$ cat config.mk
export PLATFORM = sky130hd
export DESIGN_NAME = esr_seq
export DESIGN_NICKNAME = d
export VERILOG_FILES = /design/src/logic/esr_pkg.sv /design/src/logic/esr_seq.sv
export VERILOG_INCLUDE_DIRS = /design/src /design/src/logic
export SDC_FILE = /design/constraint.sdc
export NUM_CORES = 1
export LEC_CHECK = 0
export ABC_AREA = 1
export BUFFER_PORTS_ARGS = -buffer_cell sky130_fd_sc_hd__buf_2
export CAP_MARGIN = 20
export CORE_ASPECT_RATIO = 1.75
export CORE_MARGIN = 2
export CORE_UTILIZATION = 60
export CTS_CLUSTER_SIZE = 30
export DETAILED_ROUTE_END_ITERATION = 7
export GPL_ROUTABILITY_DRIVEN = 0
export PLACE_DENSITY = 0.9
export REMOVE_ABC_BUFFERS = 1
export SKIP_LAST_GASP = 1
export SLEW_MARGIN = 10
export SYNTH_ARGS = -nofsm -noshare
export SYNTH_HDL_FRONTEND = slang
export SYNTH_SLANG_ARGS = --single-unit
$ cat constraint.sdc
create_clock -name core_clk -period 3.9 [get_ports core_clk]
set_input_delay 0.195 -clock core_clk [delete_from_list [all_inputs] [get_ports core_clk]]
set_output_delay 0.195 -clock core_clk [all_outputs]
set_load 0.005 [all_outputs]
$ cat src/logic/esr_defines.svh
// Constants for the erase/program suspend and resume sequencer
`ifndef ESR_DEFINES_SVH
`define ESR_DEFINES_SVH

// Command codes
`define ESR_CMD_SUSPEND 8'h75
`define ESR_CMD_RESUME 8'h7a
`define ESR_CMD_RD_STATUS 8'h05

// Status byte layout
`define ESR_STAT_BUSY_BIT 0

// Clock and suspend timing
`define ESR_CLK_NS 10
`define ESR_SUSP_MAX_NS 40000
`define ESR_SUSP_CYC (`ESR_SUSP_MAX_NS / `ESR_CLK_NS)

// Latency field encoding: unit code 10b means 8 us, count 00100b
`define ESR_LAT_UNIT 2'b10
`define ESR_LAT_COUNT 5'b00100
`define ESR_LAT_UNIT_NS 8000
`define ESR_LAT_CYC ((`ESR_LAT_COUNT + 1) * `ESR_LAT_UNIT_NS / `ESR_CLK_NS)

// Parameter bytes 2Ch..33h, byte at 2Ch in the low lane
`define ESR_PARAM_FIRST 8'h2c
`define ESR_PARAM_LAST 8'h33
`define ESR_PARAM_BYTES 64'h757a757a_441883cc
`define ESR_PARAM_NONE 8'h00

`endif

$ cat src/logic/esr_pkg.sv
// Types shared by the suspend and resume sequencer
package esr_pkg;

	// One decoded command byte from the serial front end
	typedef struct packed {
		logic valid;
		logic [7:0] code;
	} esr_cmd_s;

	// Request to start an array erase or page program
	typedef struct packed {
		logic valid;
		logic is_prog;
		logic [15:0] len;
	} esr_op_s;

	// Sequencer states
	typedef enum logic [1:0] {
		ESR_IDLE,
		ESR_RUN,
		ESR_HALT
	} esr_state_e;

endpackage

$ cat src/logic/esr_seq.sv
// Erase and page program sequencer with suspend and resume
// Operation
// - Erase suspend halts within 40 us
// - Program suspend halts within 40 us
// - Suspend code 75h, resume code 7Ah
// - Suspend applies to the running operation
// - Resume restarts most recently suspended operation
// - Parameter dword twelve reads 44 18 83 CC
// - Latency equals count plus one times unit
// - Bytes 30h..33h read 7A 75 7A 75
// - Status via 05h, bit 0 busy
`timescale 1ns/1ps
`include "esr_defines.svh"

module esr_seq #(
	parameter int OP_W = 16,
	parameter logic [12:0] HALT_CYC = 13'(`ESR_SUSP_CYC)
) (
	input wire logic core_clk, // 100 MHz core clock
	input wire logic rst_b, // Synchronous reset, active low
	input esr_pkg::esr_cmd_s cmd, // Decoded command byte
	input esr_pkg::esr_op_s op, // Erase or program start
	input wire logic [7:0] param_addr, // Parameter byte address
	output logic [7:0] status_byte, // Status captured on 05h
	output logic [7:0] param_data, // Parameter byte read back
	output logic busy, // Operation in progress
	output logic erase_susp, // Erase is suspended
	output logic prog_susp, // Program is suspended
	output logic op_refused, // Start request refused, pulse
	output logic cmd_ignored // Suspend or resume ignored, pulse
);
	import esr_pkg::*;

	// Sequencer state and held operation context
	esr_state_e state_reg; // Current state
	esr_state_e state_next; // Next state
	logic kind_reg; // Running kind, 1 means program
	logic kind_next; // Next running kind
	logic [OP_W-1:0] erem_reg; // Erase work remaining
	logic [OP_W-1:0] erem_next; // Next erase remaining
	logic [OP_W-1:0] prem_reg; // Program work remaining
	logic [OP_W-1:0] prem_next; // Next program remaining
	logic [12:0] halt_reg; // Cycles left to reach halt
	logic [12:0] halt_next; // Next halt count
	logic esus_next; // Next erase suspended flag
	logic psus_next; // Next program suspended flag

	// Command decode
	wire is_susp = cmd.valid && (cmd.code == `ESR_CMD_SUSPEND);
	wire is_res = cmd.valid && (cmd.code == `ESR_CMD_RESUME);
	wire is_rdsr = cmd.valid && (cmd.code == `ESR_CMD_RD_STATUS);

	// Remaining work of whatever is running now
	wire [OP_W-1:0] cur_rem = kind_reg ? prem_reg : erem_reg;
	wire run_done = (state_reg == ESR_RUN) && (cur_rem == OP_W'(1));

	// Completion in the same cycle wins: nothing is left to suspend
	wire susp_take = is_susp && (state_reg == ESR_RUN) && !run_done;

	// Resume needs an idle array and something suspended
	wire any_sus = erase_susp || prog_susp;
	wire res_take = is_res && (state_reg == ESR_IDLE) && any_sus;

	// A suspended erase can never sit on top of a suspended program,
	// so a set program flag always marks the most recent suspend
	wire res_kind = prog_susp;

	// Start guards: the host should never ask, but refuse anyway
	wire erase_ok = !erase_susp && !prog_susp;
	wire prog_ok = !prog_susp;
	wire kind_ok = op.is_prog ? prog_ok : erase_ok;
	wire op_idle = op.valid && (state_reg == ESR_IDLE) && !is_res;
	wire op_take = op_idle && kind_ok;
	wire op_bad = op.valid && !op_take;

	// Halt finishes on the last latency cycle
	wire halt_done = (state_reg == ESR_HALT) && (halt_reg == 13'h0001);

	// Parameter table lookup for bytes 2Ch..33h
	wire param_hit = (param_addr >= `ESR_PARAM_FIRST) &&
		(param_addr <= `ESR_PARAM_LAST);
	wire [7:0] param_off = param_addr - `ESR_PARAM_FIRST;
	wire [2:0] param_idx = param_off[2:0];
	wire [63:0] param_bytes = `ESR_PARAM_BYTES;
	wire [7:0] param_sel = param_hit ?
		param_bytes[{param_idx, 3'b000} +: 8] : `ESR_PARAM_NONE;

	// State transitions
	always_comb begin
		state_next = state_reg;
		kind_next = kind_reg;
		case (state_reg)
			ESR_IDLE: begin
				// Resume has priority over a start in the same cycle
				if (res_take) begin
					state_next = ESR_RUN;
					kind_next = res_kind;
				end else if (op_take) begin
					state_next = ESR_RUN;
					kind_next = op.is_prog;
				end
			end
			ESR_RUN: begin
				if (run_done) begin
					state_next = ESR_IDLE;
				end else if (susp_take) begin
					state_next = ESR_HALT;
				end
			end
			ESR_HALT: begin
				// Array quiet, ready for permitted commands
				if (halt_done) begin
					state_next = ESR_IDLE;
				end
			end
			default: begin
				state_next = ESR_IDLE;
			end
		endcase
	end

	// Work counters: loaded on start, frozen while halted or suspended
	always_comb begin
		erem_next = erem_reg;
		prem_next = prem_reg;
		if (op_take && op.is_prog) begin
			prem_next = op.len[OP_W-1:0];
		end else if (op_take) begin
			erem_next = op.len[OP_W-1:0];
		end else if (state_reg == ESR_RUN && !susp_take) begin
			// Keeps counting from where it stopped
			if (kind_reg) begin
				prem_next = prem_reg - OP_W'(1);
			end else begin
				erem_next = erem_reg - OP_W'(1);
			end
		end
	end

	// Halt latency counter
	always_comb begin
		halt_next = halt_reg;
		if (susp_take) begin
			halt_next = HALT_CYC;
		end else if (state_reg == ESR_HALT) begin
			halt_next = halt_reg - 13'h0001;
		end
	end

	// Suspended flags: set at end of halt, cleared by resume
	always_comb begin
		esus_next = erase_susp;
		psus_next = prog_susp;
		if (halt_done && kind_reg) begin
			psus_next = 1'b1;
		end else if (halt_done) begin
			esus_next = 1'b1;
		end else if (res_take && res_kind) begin
			psus_next = 1'b0;
		end else if (res_take) begin
			esus_next = 1'b0;
		end
	end

	// Core state registers
	always_ff @(posedge core_clk) begin
		if (!rst_b) begin
			state_reg <= ESR_IDLE;
			kind_reg <= 1'b0;
			halt_reg <= 13'h0000;
		end else begin
			state_reg <= state_next;
			kind_reg <= kind_next;
			halt_reg <= halt_next;
		end
	end

	// Work counters
	always_ff @(posedge core_clk) begin
		if (!rst_b) begin
			erem_reg <= '0;
			prem_reg <= '0;
		end else begin
			erem_reg <= erem_next;
			prem_reg <= prem_next;
		end
	end

	// Registered outputs; busy tracks the next state so it moves
	// in the same edge as the state itself
	always_ff @(posedge core_clk) begin
		if (!rst_b) begin
			busy <= 1'b0;
			erase_susp <= 1'b0;
			prog_susp <= 1'b0;
			op_refused <= 1'b0;
			cmd_ignored <= 1'b0;
		end else begin
			busy <= (state_next != ESR_IDLE);
			erase_susp <= esus_next;
			prog_susp <= psus_next;
			op_refused <= op_bad;
			cmd_ignored <= (is_susp && !susp_take) ||
				(is_res && !res_take);
		end
	end

	// Status capture on 05h and parameter read-back
	always_ff @(posedge core_clk) begin
		if (!rst_b) begin
			status_byte <= 8'h00;
			param_data <= `ESR_PARAM_NONE;
		end else begin
			if (is_rdsr) begin
				// Busy as seen by the host at the command
				status_byte <= {7'h00, state_reg != ESR_IDLE};
			end
			param_data <= param_sel;
		end
	end

	// Cycles spent in halt, read only by the checks
	logic [12:0] halt_age;
	always_ff @(posedge core_clk) begin
		if (!rst_b) begin
			halt_age <= 13'h0000;
		end else if (state_reg == ESR_HALT) begin
			halt_age <= halt_age + 13'h0001;
		end else begin
			halt_age <= 13'h0000;
		end
	end

	localparam int LAT_CYC = `ESR_LAT_CYC;
endmodule

==> impl_metrics.yaml <==
run_status:
  status: "completed"
global_routing:
  grt_max_degree: 30
  antenna_violations_before_repair: 0
  first_pass_grt_wire_length_mm: 16.9
  grt_use_total: 0.294
  grt_pass1_vias: 4032
  gr-total-overflow: 0
clock_network:
  maximum_clock_path_buffer_count: 2
  clock_sink_count: 62
  htreeDepth: 3
  tritoncts: "done"
  cts.repair_timing.setup_buffer_count: 0
  clock_insertion_delay_worst_skew_ps: 330
  clk_pin_slew_ps: 50
  postCtsHoldBufs: 0
  clk_root_buffer_cell: "clkbuf_16"
  cts_repair_resize_count: 0
  cts-buffers-inserted: 9
worst_setup_path:
  crit_path_top_delay_cell: "inv_1"
  worstSetupPathType: "flop to flop"
  cp-start-kind: "flop"
  r2r-end: "erem_reg[1]"
  cpPeakStageDelay_ps: 420
  crit_fanout: 22
  critical_path_arrival_ps: 2620
  ff2ff_path_depth: 9
  timing.critical_path.depth: 9
  worst_path_most_repeated_cell: "nand2_2"
  setup.worst_path.end_class: "flop"
  critical_path.cell_chain: "inv_1 -> nand2_2 -> nor2_4 -> nand2_2 -> inv_1 -> nand2_2 -> nand2_4 -> nand2_1 -> a21oi_1"
  critPathRequiredTime_ps: 4170
  regToRegStartpoint: "state_reg[0]"
  r2r_slack_ps: 1550
  cp_top_family: "simple AND/OR/NAND/NOR gates"
  cp_num_buf_inv: 2
place:
  placedCellCount: 716
  dp_hpwl_mm: 7.51
  post_dp_cell_area_sq_mm: 0.00418
  place.port_buffers: 50
synthesis:
  synth_cells: 602
  yosys-top-cells-count: "nand2_1 (149), nor2_1 (82), inv_1 (63)"
  synth_top_flop_cell: "dfxtp_1"
  synth.top_cells.by_area: "dfxtp_1 (31%), nand2_1 (14%), nor2_1 (7.8%)"
  yosysWarnings: 0
  synth_area_sq_mm: 0.00397
  synth-async-reset-ratio: 0
  synth_area_leader_cell: "dfxtp_1"
  sequential_share_of_the_synthesized_area: 0.313
  yosysTopAreaCellShare: 0.313
  synth.ff_latch_count: 62
  syn_avg_cell_area_sq_um: 6.59
  synth_enable_flop_cells: 0
  number_of_distinct_library_cell_variants_in_the_gate_level_netlist_after_synthesis: 36
  yosys.cell_count.top_type: "nand2_1"
sta:
  worst-slew-pin-transition_ps: 558
  final-setup-viol-count: 0
  worst_slew_margin_rel: 0.627
  setup_tns_ps: 0
  rsz0062_at_grt: "no"
  period_share: 0.603
  fmaxAchievable_ghz: 0.425
  finClkSkew_ps: 5.70
  period_needed_ps: 2350
  timing_hold_violations_final: 0
  final-max-slew-violation-count: 0
routing:
  drc: 0
  postRouteWirelength_mm: 10.3
  drt_pre_antenna_iters: 5
  detail-route-antenna-nets: 0
  num_vias: 4062
  drtIter0Drc: 288
  drt-wirelength-per-cell_um: 14.1
  route.detailed.vias_per_inst: 5.56
pwr:
  powerDensity_mw_per_mm2: 471
  standby_leakage_power_nw: 2.08
  pwr-share-clk: 0.361
  peakVddDrop_mv: 0.328
  intPower_mw: 1.39
  p_seq_frac: 0.345
  pwr-share-comb: 0.294
  power_switching_share: 0.339
  power_switching_uw: 712
die:
  start_util: 0.616
  die_width_um: 65.5
  core_area_sq_mm: 0.00644
  placementRows: 39
  boundaryPins: 58
  fp.dieH_um: 112
  die_area_sq_mm: 0.00730
final_layout:
  antenna_cells_inserted: 0
  instances_no_fill: 730
  synthesis_to_layout_area_growth_pct: 12.3
  fraction_of_final_layout_cells_with_drive_strength_greater_than_1: 0.196
  design_area_sq_mm: 0.00446
  final_net_count: 689
worst_hold_path:
  hold_path_depth: 2
  hold_path_class: "input port to flop"
  timing.hold.worst.start: "param_addr[1]"
  holdPathEnd: "param_data[7]"
run:
  drv.max_cap_violation_count: 0
## power by group through the flow
stage | sequential, mW | combinational (mW) | clock (mW)
2_1_floorplan | 0.723 | 0.484 | 0
3_3_place_gp | 0.733 | 0.584 | 0
3_5_place_dp | 0.735 | 0.604 | 0
4_1_cts | 0.723 | 0.612 | 0.767
5_1_grt | 0.729 | 0.699 | 0.792
6_report | 0.725 | 0.617 | 0.758
## final cells by class
class | count | area, sq um
timing repair buffer | 51 | 258
fill | 529 | 1990
tap | 82 | 103
inverter | 66 | 248
multi-input combinational | 455 | 2330
clock inverter | 5 | 52.6
clock buffer | 9 | 225
sequential | 62 | 1240
## through the flow
step / utilization / hold WS [ps] / power (mW) / setup slack (ps)
2_1_floorplan: - / 267 / 1.21 / 2070
3_3_place_gp: 0.649 / 400 / 1.32 / 1690
3_5_place_dp: 0.649 / 403 / 1.34 / 1600
4_1_cts: 0.692 / 46.9 / 2.10 / 1590
5_1_grt: 0.692 / 67.7 / 2.22 / 1400
6_report: 0.692 / 55.3 / 2.10 / 1550
## routing by layer
metal	share of wire	vias up	wire length, um	GRT usage
li1	-	1990	-	-
met1	0.36	1858	3710	0.288
met2	0.52	165	5340	0.524
met3	0.058	49	596	0.0667
met4	0.060	0	621	0.208
met5	0	-	0	0
## cells in the final DEF, fill, tap and decap left out, drive strengths merged
| cell | n |
|---|---|
| a211oi | 3 |
| a21oi | 44 |
| a31oi | 6 |
| buf | 51 |
| bufinv | 1 |
| clkbuf | 9 |
| clkinv | 3 |
| clkinvlp | 1 |
| conb | 7 |
| dfxtp | 62 |
| ha | 7 |
| inv | 66 |
| nand2 | 173 |
| nand3 | 57 |
| nand3b | 3 |
| nand4 | 5 |
| nor2 | 91 |
| nor3 | 5 |
| nor3b | 1 |
| nor4 | 1 |
| o21ai | 28 |
| o21bai | 1 |
| o22ai | 1 |
| or2 | 3 |
| xnor2 | 10 |
| xor2 | 9 |
## worst max-delay path by stage
stage	start	to	slack (ps)
2_1_floorplan	state_reg[1]	erem_reg[0]	2070
3_3_place_gp	cmd[0]	erem_reg[1]	1690
3_5_place_dp	cmd[7]	erem_reg[13]	1600
4_1_cts	prog_susp	erem_reg[14]	1590
5_1_grt	prog_susp	erem_reg[0]	1400
6_report	state_reg[0]	erem_reg[1]	1550
## cells by family after synthesis
group	count (synthesis)	synth area share
buffers and inverters	91	0.106
adders and majority gates	7	0.0221
DFF	62	0.313
other	1	0.000945
and+or+nand+nor	339	0.389
xor gates and xnor gates	19	0.0420
AOI/OAI and AO/OA	83	0.127
(Power assumes the default switching activity.)
